[src/shared/uepcs_defs.vh]
// constants for the usb endpoint configuration and status block
`ifndef UEPCS_DEFS_VH
`define UEPCS_DEFS_VH
`define UEPCS_A_FRAME      12'h020
`define UEPCS_A_CFG        12'h100
`define UEPCS_A_STA        12'h130
`define UEPCS_A_EVT        12'h1F0
`define UEPCS_A_CTL        12'h1F4
`define UEPCS_A_SCLR       12'h160
`define UEPCS_A_BKCLR      12'h1F8
`define UEPCS_STA_RST      32'h00000100
`define UEPCS_FRAME_HI     10
`define UEPCS_FRAME_LO     0
`define UEPCS_FERR_BIT     15
`define UEPCS_FRAME_NUMBER_SHIFT   3
`define UEPCS_KIND_HI      12
`define UEPCS_KIND_LO      11
`define UEPCS_ASW_BIT      9
`define UEPCS_DIR_BIT      8
`define UEPCS_SIZE_HI      6
`define UEPCS_SIZE_LO      4
`define UEPCS_BK_HI        3
`define UEPCS_BK_LO        2
`define UEPCS_CLAIM_BIT    1
`define UEPCS_TALLY_LO     20
`define UEPCS_CONFIG_VALID_BIT    18
`define UEPCS_CDIR_BIT     17
`define UEPCS_ACC_BIT      16
`define UEPCS_CURBK_LO     14
`define UEPCS_OCC_LO       12
`define UEPCS_TOG_LO       8
`define UEPCS_SHORT_BIT    7
`define UEPCS_CTL_IE_BIT   0
`define UEPCS_CTL_STL_BIT  1
`define UEPCS_CTL_DMA_BIT  2
`define UEPCS_EVT_BIT      0
`define UEPCS_REL_BIT      0
`define UEPCS_KIND_CTRL    2'h0
`define UEPCS_TOG_RST      2'h1
`define UEPCS_SIZE_MAX     3'h6
`define UEPCS_BK_MAX       2'h2
`define UEPCS_MEM_BYTES    13'h0600
`define UEPCS_SW_DELAY     2'h2
`define UEPCS_BASE_SIZE    13'h0008
`endif

[src/hw/uepcs_sync2.v]
// two-flop synchroniser for a bundle of pin-level inputs
`timescale 1ns/1ps
module uepcs_sync2 #(
  parameter W = 1
) (
  pclk,
  presetn,
  din,
  dout
);
  input  wire         pclk;
  input  wire         presetn;
  input  wire [W-1:0] din;
  output wire [W-1:0] dout;
  reg    [W-1:0] s1_ff;
  reg    [W-1:0] s2_ff;

  // first stage feeds the second only, to settle metastability
  always @(posedge pclk or negedge presetn) begin
    if (!presetn) begin
      s1_ff <= {W{1'b0}};
      s2_ff <= {W{1'b0}};
    end else begin
      s1_ff <= din;
      s2_ff <= s1_ff;
    end
  end
  assign dout = s2_ff;
endmodule

[src/hw/uepcs_top.v]
// endpoint configuration, status and frame number bookkeeping behind apb
// Function
// set frame CRC error flag on corrupt frame, with start-of-frame, clear on bus reset
// hold 11-bit frame number of last start-of-frame, even corrupt; clear on reset
// endpoint kind bits 12:11 select control, iso, bulk, interrupt; bus reset clears
// config bit 9 enables automatic bank switching; bus reset clears
// config bit 8 sets direction IN; control never IN; bus reset clears
// three-bit bank size code 8..512 bytes; bus reset clears except endpoint 0
// bank count code one, two, three banks; 11 reserved; reset clears except ep0
// software configures control endpoints with a single bank
// memory claim bit allocates or releases memory; reset clears except ep0
// writing claim one recomputes config valid bit 18 from limits and memory
// software rewrites bank count and size when config valid reads zero
// byte tally counts up on fill, down on drain, per direction
// tally and active bank may lag access permitted by one clock; access permitted is registered and lags them by one clock instead
// bit 17 shows direction after SETUP; software writes ignored
// bit 16 set when bank usable, never during stall or error
// active bank bits 15:14 report bank 0, 1 or 2
// occupied bank count reports zero to three busy banks
// with enable, irq when all IN banks free or all OUT banks busy
// occupied count updates two to three clocks after bank release
// toggle field Data0 00, Data1 01, resets to 01
// IN toggle is next to send; OUT toggle is last received
// bit 7 set on short OUT packet, or IN dma end with auto switch
`timescale 1ns/1ps
`include "uepcs_defs.vh"
module uepcs_top #(
  parameter EP_NUM = 0
) (
  pclk,
  presetn,
  psel,
  penable,
  pwrite,
  paddr,
  pwdata,
  prdata,
  pready,
  pslverr,
  usb_bus_reset,
  sof_seen,
  sof_crc_bad,
  sof_frame,
  setup_seen,
  setup_dir_in,
  host_byte,
  sw_byte,
  host_bank_done,
  host_toggle,
  short_rx,
  dma_end_short,
  xfer_error,
  endpoint_irq
);
  input  wire        pclk;
  input  wire        presetn;
  input  wire        psel;
  input  wire        penable;
  input  wire        pwrite;
  input  wire [11:0] paddr;
  input  wire [31:0] pwdata;
  output reg  [31:0] prdata;
  output reg         pready;
  output reg         pslverr;
  input  wire        usb_bus_reset;
  input  wire        sof_seen;
  input  wire        sof_crc_bad;
  input  wire [10:0] sof_frame;
  input  wire        setup_seen;
  input  wire        setup_dir_in;
  input  wire        host_byte;
  input  wire        sw_byte;
  input  wire        host_bank_done;
  input  wire        host_toggle;
  input  wire        short_rx;
  input  wire        dma_end_short;
  input  wire        xfer_error;
  output reg         endpoint_irq;

  //////////////////////////////////////////////////////////////////////////////
  // pin-side events come from the usb engine; all pass two flops first
  wire [21:0] pin_s;
  uepcs_sync2 #(.W(22)) uepcs_sync2_inst (
    .pclk    (pclk),
    .presetn (presetn),
    .din     ({usb_bus_reset, sof_seen, sof_crc_bad, sof_frame, setup_seen, setup_dir_in,
                host_byte, host_bank_done, host_toggle, short_rx, dma_end_short,
                xfer_error}),
    .dout    (pin_s)
  );
  wire        bus_rst_s = pin_s[21];
  wire        sof_s     = pin_s[20];
  wire        crc_bad_s = pin_s[19];
  wire [10:0] frame_s   = pin_s[18:8];
  wire        setup_s   = pin_s[7];
  wire        sdir_s    = pin_s[6];
  wire        hbyte_s   = pin_s[5];
  wire        hdone_s   = pin_s[4];
  wire        htog_s    = pin_s[3];
  wire        short_s   = pin_s[2];
  wire        dmaend_s  = pin_s[1];
  wire        err_s     = pin_s[0];

  //////////////////////////////////////////////////////////////////////////////
  // state
  reg [10:0] frame_ff;
  reg        ferr_ff;
  reg [1:0]  kind_ff;
  reg        asw_ff;
  reg        dir_ff;
  reg [2:0]  size_ff;
  reg [1:0]  bk_ff;
  reg        claim_ff;
  reg        config_valid_ff;
  reg        cdir_ff;
  reg [10:0] tally_ff;
  reg [1:0]  curbk_ff;
  reg [1:0]  occ_ff;
  reg [1:0]  tog_ff;
  reg        short_ff;
  reg        stall_ff;
  reg        occ_ie_ff;
  reg        dma_oe_ff;
  reg [1:0]  swdly_ff;
  reg        rel_pend_ff;
  reg        acc_ff;
  reg        claim_rechk_ff;

  wire apb_wr  = psel & penable & pwrite & pready;
  wire apb_rd  = psel & penable & ~pwrite & pready;
  wire wr_cfg  = apb_wr & (paddr == `UEPCS_A_CFG);
  wire wr_ctl  = apb_wr & (paddr == `UEPCS_A_CTL);
  wire wr_sclr = apb_wr & (paddr == `UEPCS_A_SCLR);
  wire wr_evt  = apb_wr & (paddr == `UEPCS_A_EVT);
  wire wr_bk   = apb_wr & (paddr == `UEPCS_A_BKCLR) & pwdata[`UEPCS_REL_BIT];
  wire [1:0] nbanks_m1 = bk_ff;
  wire       is_ctrl   = (kind_ff == `UEPCS_KIND_CTRL);

  // software byte strobe: an event register write with bit 0 acts as one byte
  wire sw_b = (wr_evt & pwdata[`UEPCS_EVT_BIT]) | sw_byte;

  //////////////////////////////////////////////////////////////////////////////
  // frame number capture, updated even for a corrupt start-of-frame
  always @(posedge pclk or negedge presetn) begin
    if (!presetn) begin
      frame_ff <= 11'h000;
      ferr_ff  <= 1'b0;
    end else if (bus_rst_s) begin
      frame_ff <= 11'h000;
      ferr_ff  <= 1'b0;
    end else if (sof_s) begin
      frame_ff <= frame_s;
      ferr_ff  <= crc_bad_s;
    end
  end

  //////////////////////////////////////////////////////////////////////////////
  // allocation check against per-endpoint limits and the shared memory
  wire [12:0] bank_bytes = `UEPCS_BASE_SIZE << size_ff;
  wire [14:0] total_bytes = {2'h0, bank_bytes} * ({13'h0, nbanks_m1} + 15'h1);
  wire fit_ok = (size_ff <= `UEPCS_SIZE_MAX) & (bk_ff <= `UEPCS_BK_MAX) &
                (total_bytes <= {2'h0, `UEPCS_MEM_BYTES}) &
                ~(is_ctrl & (bk_ff != 2'h0));

  // configuration register; ep0 keeps size, banks and claim over a bus reset
  always @(posedge pclk or negedge presetn) begin
    if (!presetn) begin
      kind_ff  <= 2'h0;
      asw_ff   <= 1'b0;
      dir_ff   <= 1'b0;
      size_ff  <= 3'h0;
      bk_ff    <= 2'h0;
      claim_ff <= 1'b0;
    end else if (bus_rst_s) begin
      kind_ff <= 2'h0;
      asw_ff  <= 1'b0;
      dir_ff  <= 1'b0;
      if (EP_NUM != 0) begin
        size_ff  <= 3'h0;
        bk_ff    <= 2'h0;
        claim_ff <= 1'b0;
      end
    end else if (wr_cfg) begin
      kind_ff  <= pwdata[`UEPCS_KIND_HI:`UEPCS_KIND_LO];
      asw_ff   <= pwdata[`UEPCS_ASW_BIT];
      // control endpoints cannot be IN
      dir_ff   <= pwdata[`UEPCS_DIR_BIT] &
                  (pwdata[`UEPCS_KIND_HI:`UEPCS_KIND_LO] != `UEPCS_KIND_CTRL);
      size_ff  <= pwdata[`UEPCS_SIZE_HI:`UEPCS_SIZE_LO];
      bk_ff    <= pwdata[`UEPCS_BK_HI:`UEPCS_BK_LO];
      claim_ff <= pwdata[`UEPCS_CLAIM_BIT];
    end
  end

  // check uses the stored fields one cycle after the claim write
  always @(posedge pclk or negedge presetn) begin
    if (!presetn) begin
      claim_rechk_ff <= 1'b0;
      config_valid_ff       <= 1'b0;
    end else begin
      claim_rechk_ff <= wr_cfg & pwdata[`UEPCS_CLAIM_BIT];
      if (claim_rechk_ff & ~bus_rst_s)
        config_valid_ff <= fit_ok;
    end
  end

  //////////////////////////////////////////////////////////////////////////////
  // control stage direction, set only by the host side
  always @(posedge pclk or negedge presetn) begin
    if (!presetn)
      cdir_ff <= 1'b0;
    else if (bus_rst_s)
      cdir_ff <= 1'b0;
    else if (setup_s)
      cdir_ff <= sdir_s;
  end

  //////////////////////////////////////////////////////////////////////////////
  // byte tally and bank bookkeeping
  wire fill_b  = dir_ff ? sw_b : hbyte_s;
  wire drain_b = dir_ff ? hbyte_s : sw_b;
  wire [1:0] nxt_bank = (curbk_ff == nbanks_m1) ? 2'h0 : curbk_ff + 2'h1;
  // release after software clears bank control lands two clocks later
  wire rel_fire = rel_pend_ff & (swdly_ff == 2'h0);
  always @(posedge pclk or negedge presetn) begin
    if (!presetn) begin
      tally_ff    <= 11'h000;
      curbk_ff    <= 2'h0;
      occ_ff      <= 2'h0;
      swdly_ff    <= 2'h0;
      rel_pend_ff <= 1'b0;
    end else if (bus_rst_s) begin
      tally_ff    <= 11'h000;
      curbk_ff    <= 2'h0;
      occ_ff      <= 2'h0;
      swdly_ff    <= 2'h0;
      rel_pend_ff <= 1'b0;
    end else begin
      if (fill_b & ~drain_b)
        tally_ff <= tally_ff + 11'h001;
      else if (drain_b & ~fill_b & (tally_ff != 11'h000))
        tally_ff <= tally_ff - 11'h001;
      if (wr_bk) begin
        rel_pend_ff <= 1'b1;
        swdly_ff    <= `UEPCS_SW_DELAY - 2'h1;
      end else if (rel_pend_ff && swdly_ff != 2'h0)
        swdly_ff <= swdly_ff - 2'h1;
      if (rel_fire) begin
        rel_pend_ff <= 1'b0;
        if (!is_ctrl)
          curbk_ff <= nxt_bank;
        tally_ff <= 11'h000;
      end
      // software releases fill IN banks, host completion drains them
      if (dir_ff) begin
        if (rel_fire & ~hdone_s & (occ_ff <= nbanks_m1))
          occ_ff <= occ_ff + 2'h1;
        else if (hdone_s & ~rel_fire & (occ_ff != 2'h0))
          occ_ff <= occ_ff - 2'h1;
      end else begin
        if (hdone_s & ~rel_fire & (occ_ff <= nbanks_m1))
          occ_ff <= occ_ff + 2'h1;
        else if (rel_fire & ~hdone_s & (occ_ff != 2'h0))
          occ_ff <= occ_ff - 2'h1;
      end
    end
  end

  // access permitted lags tally and bank by one clock, being registered from the bank state
  wire bank_full = (occ_ff > nbanks_m1);
  wire nxt_acc = ~stall_ff & ~err_s & ~is_ctrl &
                 (dir_ff ? ~bank_full : (occ_ff != 2'h0));
  always @(posedge pclk or negedge presetn) begin
    if (!presetn)
      acc_ff <= 1'b0;
    else
      acc_ff <= nxt_acc;
  end

  //////////////////////////////////////////////////////////////////////////////
  // data toggle: IN advances per bank sent, OUT records what arrived
  always @(posedge pclk or negedge presetn) begin
    if (!presetn)
      tog_ff <= `UEPCS_TOG_RST;
    else if (bus_rst_s)
      tog_ff <= `UEPCS_TOG_RST;
    else if (hdone_s) begin
      if (dir_ff)
        tog_ff <= {1'b0, ~tog_ff[0]};
      else
        tog_ff <= {1'b0, htog_s};
    end
  end

  //////////////////////////////////////////////////////////////////////////////
  // short frame flag and control bits; a set beats a same-cycle clear
  wire short_set = ~is_ctrl & (dir_ff ? (dmaend_s & dma_oe_ff & asw_ff) : short_s);
  always @(posedge pclk or negedge presetn) begin
    if (!presetn) begin
      short_ff  <= 1'b0;
      stall_ff  <= 1'b0;
      occ_ie_ff <= 1'b0;
      dma_oe_ff <= 1'b0;
    end else if (bus_rst_s) begin
      short_ff  <= 1'b0;
      stall_ff  <= 1'b0;
      occ_ie_ff <= 1'b0;
      dma_oe_ff <= 1'b0;
    end else begin
      if (short_set)
        short_ff <= 1'b1;
      else if (wr_sclr & pwdata[`UEPCS_SHORT_BIT])
        short_ff <= 1'b0;
      if (wr_ctl) begin
        occ_ie_ff <= pwdata[`UEPCS_CTL_IE_BIT];
        stall_ff  <= pwdata[`UEPCS_CTL_STL_BIT];
        dma_oe_ff <= pwdata[`UEPCS_CTL_DMA_BIT];
      end
    end
  end

  // endpoint interrupt from the occupied bank condition
  wire irq_cond = occ_ie_ff & (dir_ff ? (occ_ff == 2'h0) : bank_full);
  always @(posedge pclk or negedge presetn) begin
    if (!presetn)
      endpoint_irq <= 1'b0;
    else
      endpoint_irq <= irq_cond;
  end

  //////////////////////////////////////////////////////////////////////////////
  // apb slave: one wait state, unmapped addresses answer with pslverr
  reg [31:0] rd_mux;
  reg        hit;
  always @* begin
    rd_mux = 32'h00000000;
    hit    = 1'b1;
    case (paddr)
      `UEPCS_A_FRAME:
        rd_mux = {16'h0000, ferr_ff, 1'b0, frame_ff, 3'h0};
      `UEPCS_A_CFG:
        rd_mux = {19'h00000, kind_ff, 1'b0, asw_ff, dir_ff, 1'b0, size_ff, bk_ff,
                  claim_ff, 1'b0};
      `UEPCS_A_STA:
        rd_mux = {1'b0, tally_ff, 1'b0, config_valid_ff, cdir_ff, acc_ff, curbk_ff, occ_ff,
                  2'h0, tog_ff, short_ff, 7'h00};
      `UEPCS_A_CTL:
        rd_mux = {29'h00000000, dma_oe_ff, stall_ff, occ_ie_ff};
      `UEPCS_A_EVT, `UEPCS_A_SCLR, `UEPCS_A_BKCLR:
        rd_mux = 32'h00000000;
      default:
        hit = 1'b0;
    endcase
  end

  always @(posedge pclk or negedge presetn) begin
    if (!presetn) begin
      pready  <= 1'b0;
      pslverr <= 1'b0;
      prdata  <= 32'h00000000;
    end else begin
      // ready is registered in the first access cycle, high in the second, drops after the handshake
      pready  <= psel & penable & ~pready;
      pslverr <= psel & penable & ~pready & ~hit;
      if (psel & penable & ~pready & ~pwrite)
        prdata <= rd_mux;
      else
        prdata <= 32'h00000000;
    end
  end
endmodule

[config.mk]
export PLATFORM = sky130hd
export DESIGN_NAME = uepcs_top
export DESIGN_NICKNAME = d
export VERILOG_FILES = /design/src/hw/uepcs_sync2.v /design/src/hw/uepcs_top.v
export VERILOG_INCLUDE_DIRS = /design/src /design/src/shared
export SDC_FILE = /design/constraint.sdc
export NUM_CORES = 1
export LEC_CHECK = 0
export BUFFER_PORTS_ARGS = -buffer_cell sky130_fd_sc_hd__buf_2
export CORE_MARGIN = 5
export CORE_UTILIZATION = 50
export DETAILED_ROUTE_END_ITERATION = 12
export PLACE_DENSITY = 0.76
export SLEW_MARGIN = 20
export SYNTH_ARGS = -nofsm -noshare
export SYNTH_HDL_FRONTEND = slang
export SYNTH_SLANG_ARGS = --single-unit
[constraint.sdc]
create_clock -name pclk -period 3.47 [get_ports pclk]
set_input_delay 0.1735 -clock pclk [delete_from_list [all_inputs] [get_ports pclk]]
set_output_delay 0.1735 -clock pclk [all_outputs]
set_load 0.05 [all_outputs]
==> impl_metrics.env <==
export IMPL_outcome="complete, no violations"
export IMPL_hp_class="in -> reg"
export IMPL_initial_utilization=0.5104
export IMPL_cp_max_fo=5
export IMPL_synth_top_area_cell="dfrtp_1"
export IMPL_syn_area_per_cell_um2=10.98
export IMPL_placed_area_um2=6606
export IMPL_finClkSkew_ns=0.006229
export IMPL_critPathKind="reg -> reg"
export IMPL_max_freq_ghz=0.3029
export IMPL_yosys_warnings=0
export IMPL_hpwlAfterDp_mm=9.423
export IMPL_die_w_um=118.2
export IMPL_layout_nets=778
export IMPL_p_sw_frac=0.2712
export IMPL_cts_root_buffer="clkbuf_16"
export IMPL_ys_ff_latch=126
export IMPL_ys_seq_area_frac=0.5389
export IMPL_crit_arrival_ns=3.63
export IMPL_max_slew_margin=0.5388
export IMPL_fin_crit_sh=0.9514
export IMPL_hold_viol_final=0
export IMPL_clock_path_buffers=2
export IMPL_cts_sink_count=126
export IMPL_drtIter0Drc=343
export IMPL_cts_buffers=17
export IMPL_synthesis_area_um2=5853
export IMPL_hold_depth=3
export IMPL_final_max_slew_viol_count=0
export IMPL_core_area_um2=11470
export IMPL_ir_worst_vdd_uv=289.1
export IMPL_tns_ns=0
export IMPL_syn_to_final_growth_pct=28.35
export IMPL_fin_crit_ns=3.301
export IMPL_crit_slowest_cell="fa_1"
export IMPL_rows=39
export IMPL_grt_overflow=0
export IMPL_p_leak_nw=3.729
export IMPL_switchingPower_w=0.001107
export IMPL_clock_latency_ns=0.41
export IMPL_max_cap_violations=0
export IMPL_async_flop_share=1.000
export IMPL_endpoint_kind="flip-flop"
export IMPL_via_per_inst=5.493
export IMPL_postRouteAntennaNets=0
export IMPL_r2r_cells=11
export IMPL_reg2reg_setup_slack_ns=0.17
export IMPL_wirelength_mm=13.81
export IMPL_drt_first_pass_iters=5
export IMPL_clk_pin_slew_worst_paths_ns=0.06
export IMPL_antenna_diode_count=0
export IMPL_synth_top_cell_area_share=0.5344
export IMPL_tightest_slew_ns=0.6784
export IMPL_layout_commonest_cell="dfrtp_1"
export IMPL_crit_chain="and4_1 -> and3b_2 -> o21a_1 -> and2_1 -> fa_1 -> a211oi_2 -> o211ai_1 -> a41o_1 -> and3_2 -> or4_1 -> a21oi_1"
export IMPL_comb_power_share=0.166
export IMPL_die_area_um2=13970
export IMPL_drive_gt1_frac=0.2471
export IMPL_p_int_w=0.002975
export IMPL_grt_pass1_wl_mm=23.59
export IMPL_io_pins=107
export IMPL_grt_use_met3=0.03916
export IMPL_synth_edf_count=0
export IMPL_syn_inst=533
export IMPL_reg2reg_to="tally_ff[10]"
export IMPL_synthFlopType="dfrtp_1"
export IMPL_io_buffers=84
export IMPL_max_stage_delay_ns=0.44
export IMPL_grt_use_met1=0.2586
export IMPL_setup_viol=0
export IMPL_worstPathRequired_ns=3.80
export IMPL_htree_levels=4
export IMPL_cts_tree="done"
export IMPL_wl_per_cell_um=16.70
export IMPL_antenna_found_initial=0
export IMPL_clockPowerShare=0.432
export IMPL_layout_common_cells="dfrtp_1 (122), buf_2 (83), nor2_1 (51)"
export IMPL_synth_area_leaders="dfrtp_1 (53%), ha_1 (5.8%), mux2i_1 (3.9%), nor2_1 (3.3%), fa_1 (2.7%)"
export IMPL_synthDistinctLibCells=59
export IMPL_die_h_um=118.2
export IMPL_grt_busiest_layer="met2"
export IMPL_grt_met2_usage=0.3513
export IMPL_track_usage=0.2072
export IMPL_rsz0062_at_grt="false"
export IMPL_min_from="pwdata[3]"
export IMPL_place_congestion=0.8649
export IMPL_grt_pass1_vias=4871
export IMPL_powerDensity_nw_per_um2=543.4
export IMPL_power_frac_seq=0.402
export IMPL_grt_max_degree=84
export IMPL_drc=0
export IMPL_cp_start_kind="flip-flop"
export IMPL_fin_area_um2=7512
export IMPL_reg2reg_from="pready"
export IMPL_vias=4543
export IMPL_hold_path_end="bk_ff[1]"
==> metrics by stage <==
step                power [W]  instances    util  worst slack, ns  hold slack (ns)
finish               0.004082        827  0.6551           0.1687          0.01660
global route         0.004274        827  0.6551         0.007852         0.007630
detailed placement   0.002303        767  0.5761         -0.08346           0.2136
floorplan            0.002091        534       -          0.01355          -0.1221
CTS                  0.004096        825  0.6507          0.01597       0.00005987
global placement     0.002273        767  0.5761         0.009782           0.2045
==> worst max-delay path: cells and delay by family, from the launching register on <==
family	cells	cell delay, ns
DFF	1	0.40
and+or+nand+nor	5	1.36
adders and majority gates	1	0.44
AOI/OAI and AO/OA	5	1.02
==> power by group through the flow <==
stage          combinational [W]  clock, W  sequential (W)
2_1_floorplan           0.000453         0         0.00164
3_3_place_gp            0.000613         0         0.00166
3_5_place_dp            0.000640         0         0.00166
4_1_cts                 0.000672   0.00179         0.00164
5_1_grt                 0.000765   0.00186         0.00165
6_report                0.000677   0.00176         0.00164
==> how the worst max path moves through the flow <==
stage                         from         endpoint  slack (ns)  cells past startpoint
after global routing        pready     tally_ff[10]       0.008                     12
after CTS                 bk_ff[0]  config_valid_ff        0.02                     15
after detailed placement  paddr[9]     tally_ff[10]       -0.08                     12
final                       pready     tally_ff[10]        0.17                     11
after floorplan             pready     tally_ff[10]        0.01                     12
after global placement    paddr[9]     tally_ff[10]        0.01                     12
==> final cells by class <==
type / count / area, µm²
clock inverters: 14 / 156.4
flip-flops and latches: 126 / 3158
well taps: 143 / 178.9
repair buffers: 140 / 933.4
fillers: 858 / 3955
multi-input cells: 359 / 2545
clock buffers: 18 / 439.2
inverters: 27 / 101.3
==> synthesized netlist by cell type, types with 3 or more instances <==
library cell  number
mux2_2             5
nand2b_1           4
xor2_1             6
o31ai_1            5
nand4_1            4
a211oi_1           4
nand2_1           36
and3_1            25
ha_1              27
nand3_1           17
a21o_1             4
o21a_1             3
mux2i_1           23
o21ai_0           14
and2_1             6
o211ai_1           6
fa_1               8
nor2b_1           11
xnor2_1            7
nor4_1             6
and4_1             4
inv_1             27
a21oi_1           23
clkbuf_1          15
nor2_1            51
dfrtp_1          125
a22oi_1           11
nor3_1            14
==> flip-flops by register name, indices dropped and copies added (netlist names), 2 cells and up <==
name	flops
uepcs_sync2_inst.dout	22
frame_ff	11
prdata	30
curbk_ff	2
swdly_ff	2
kind_ff	2
tally_ff	11
uepcs_sync2_inst.s1_ff	22
occ_ff	2
bk_ff	2
size_ff	3
==> what timing repair did <==
item / 4_1_cts / 5_1_grt
setup buffers: 0 / 2
hold buffers: 26 / 0
hold endpoints to repair: 69 / 0
gates resized for setup: 1 / 10
endpoints found under the setup margin: 1 / 2
pin swaps: 0 / 1
==> routing by layer <==
layer	share of wire	wire length [µm]	vias up
met5	0	0	-
met4	0.021	285	0
met3	0.045	626	28
met2	0.51	7107	143
met1	0.42	5787	2221
li1	-	-	2151
==> cells by family (layout without fill, tap and decap cells) <==
| family | Yosys count | after routing | share of synthesized area |
|---|---|---|---|
| flip-flops | 126 | 126 | 0.5389 |
| multiplexers | 30 | 30 | 0.05323 |
| XOR/XNOR | 13 | 13 | 0.01945 |
| buffers and inverters | 49 | 199 | 0.03442 |
| other | 1 | 2 | 0.0006407 |
| adder cells (fa/ha/maj) | 35 | 35 | 0.08508 |
| AO/OA/AOI/OAI | 84 | 84 | 0.09641 |
| AND/OR/NAND/NOR | 195 | 195 | 0.1719 |
Note: power is estimated with default switching activity, not from simulation.
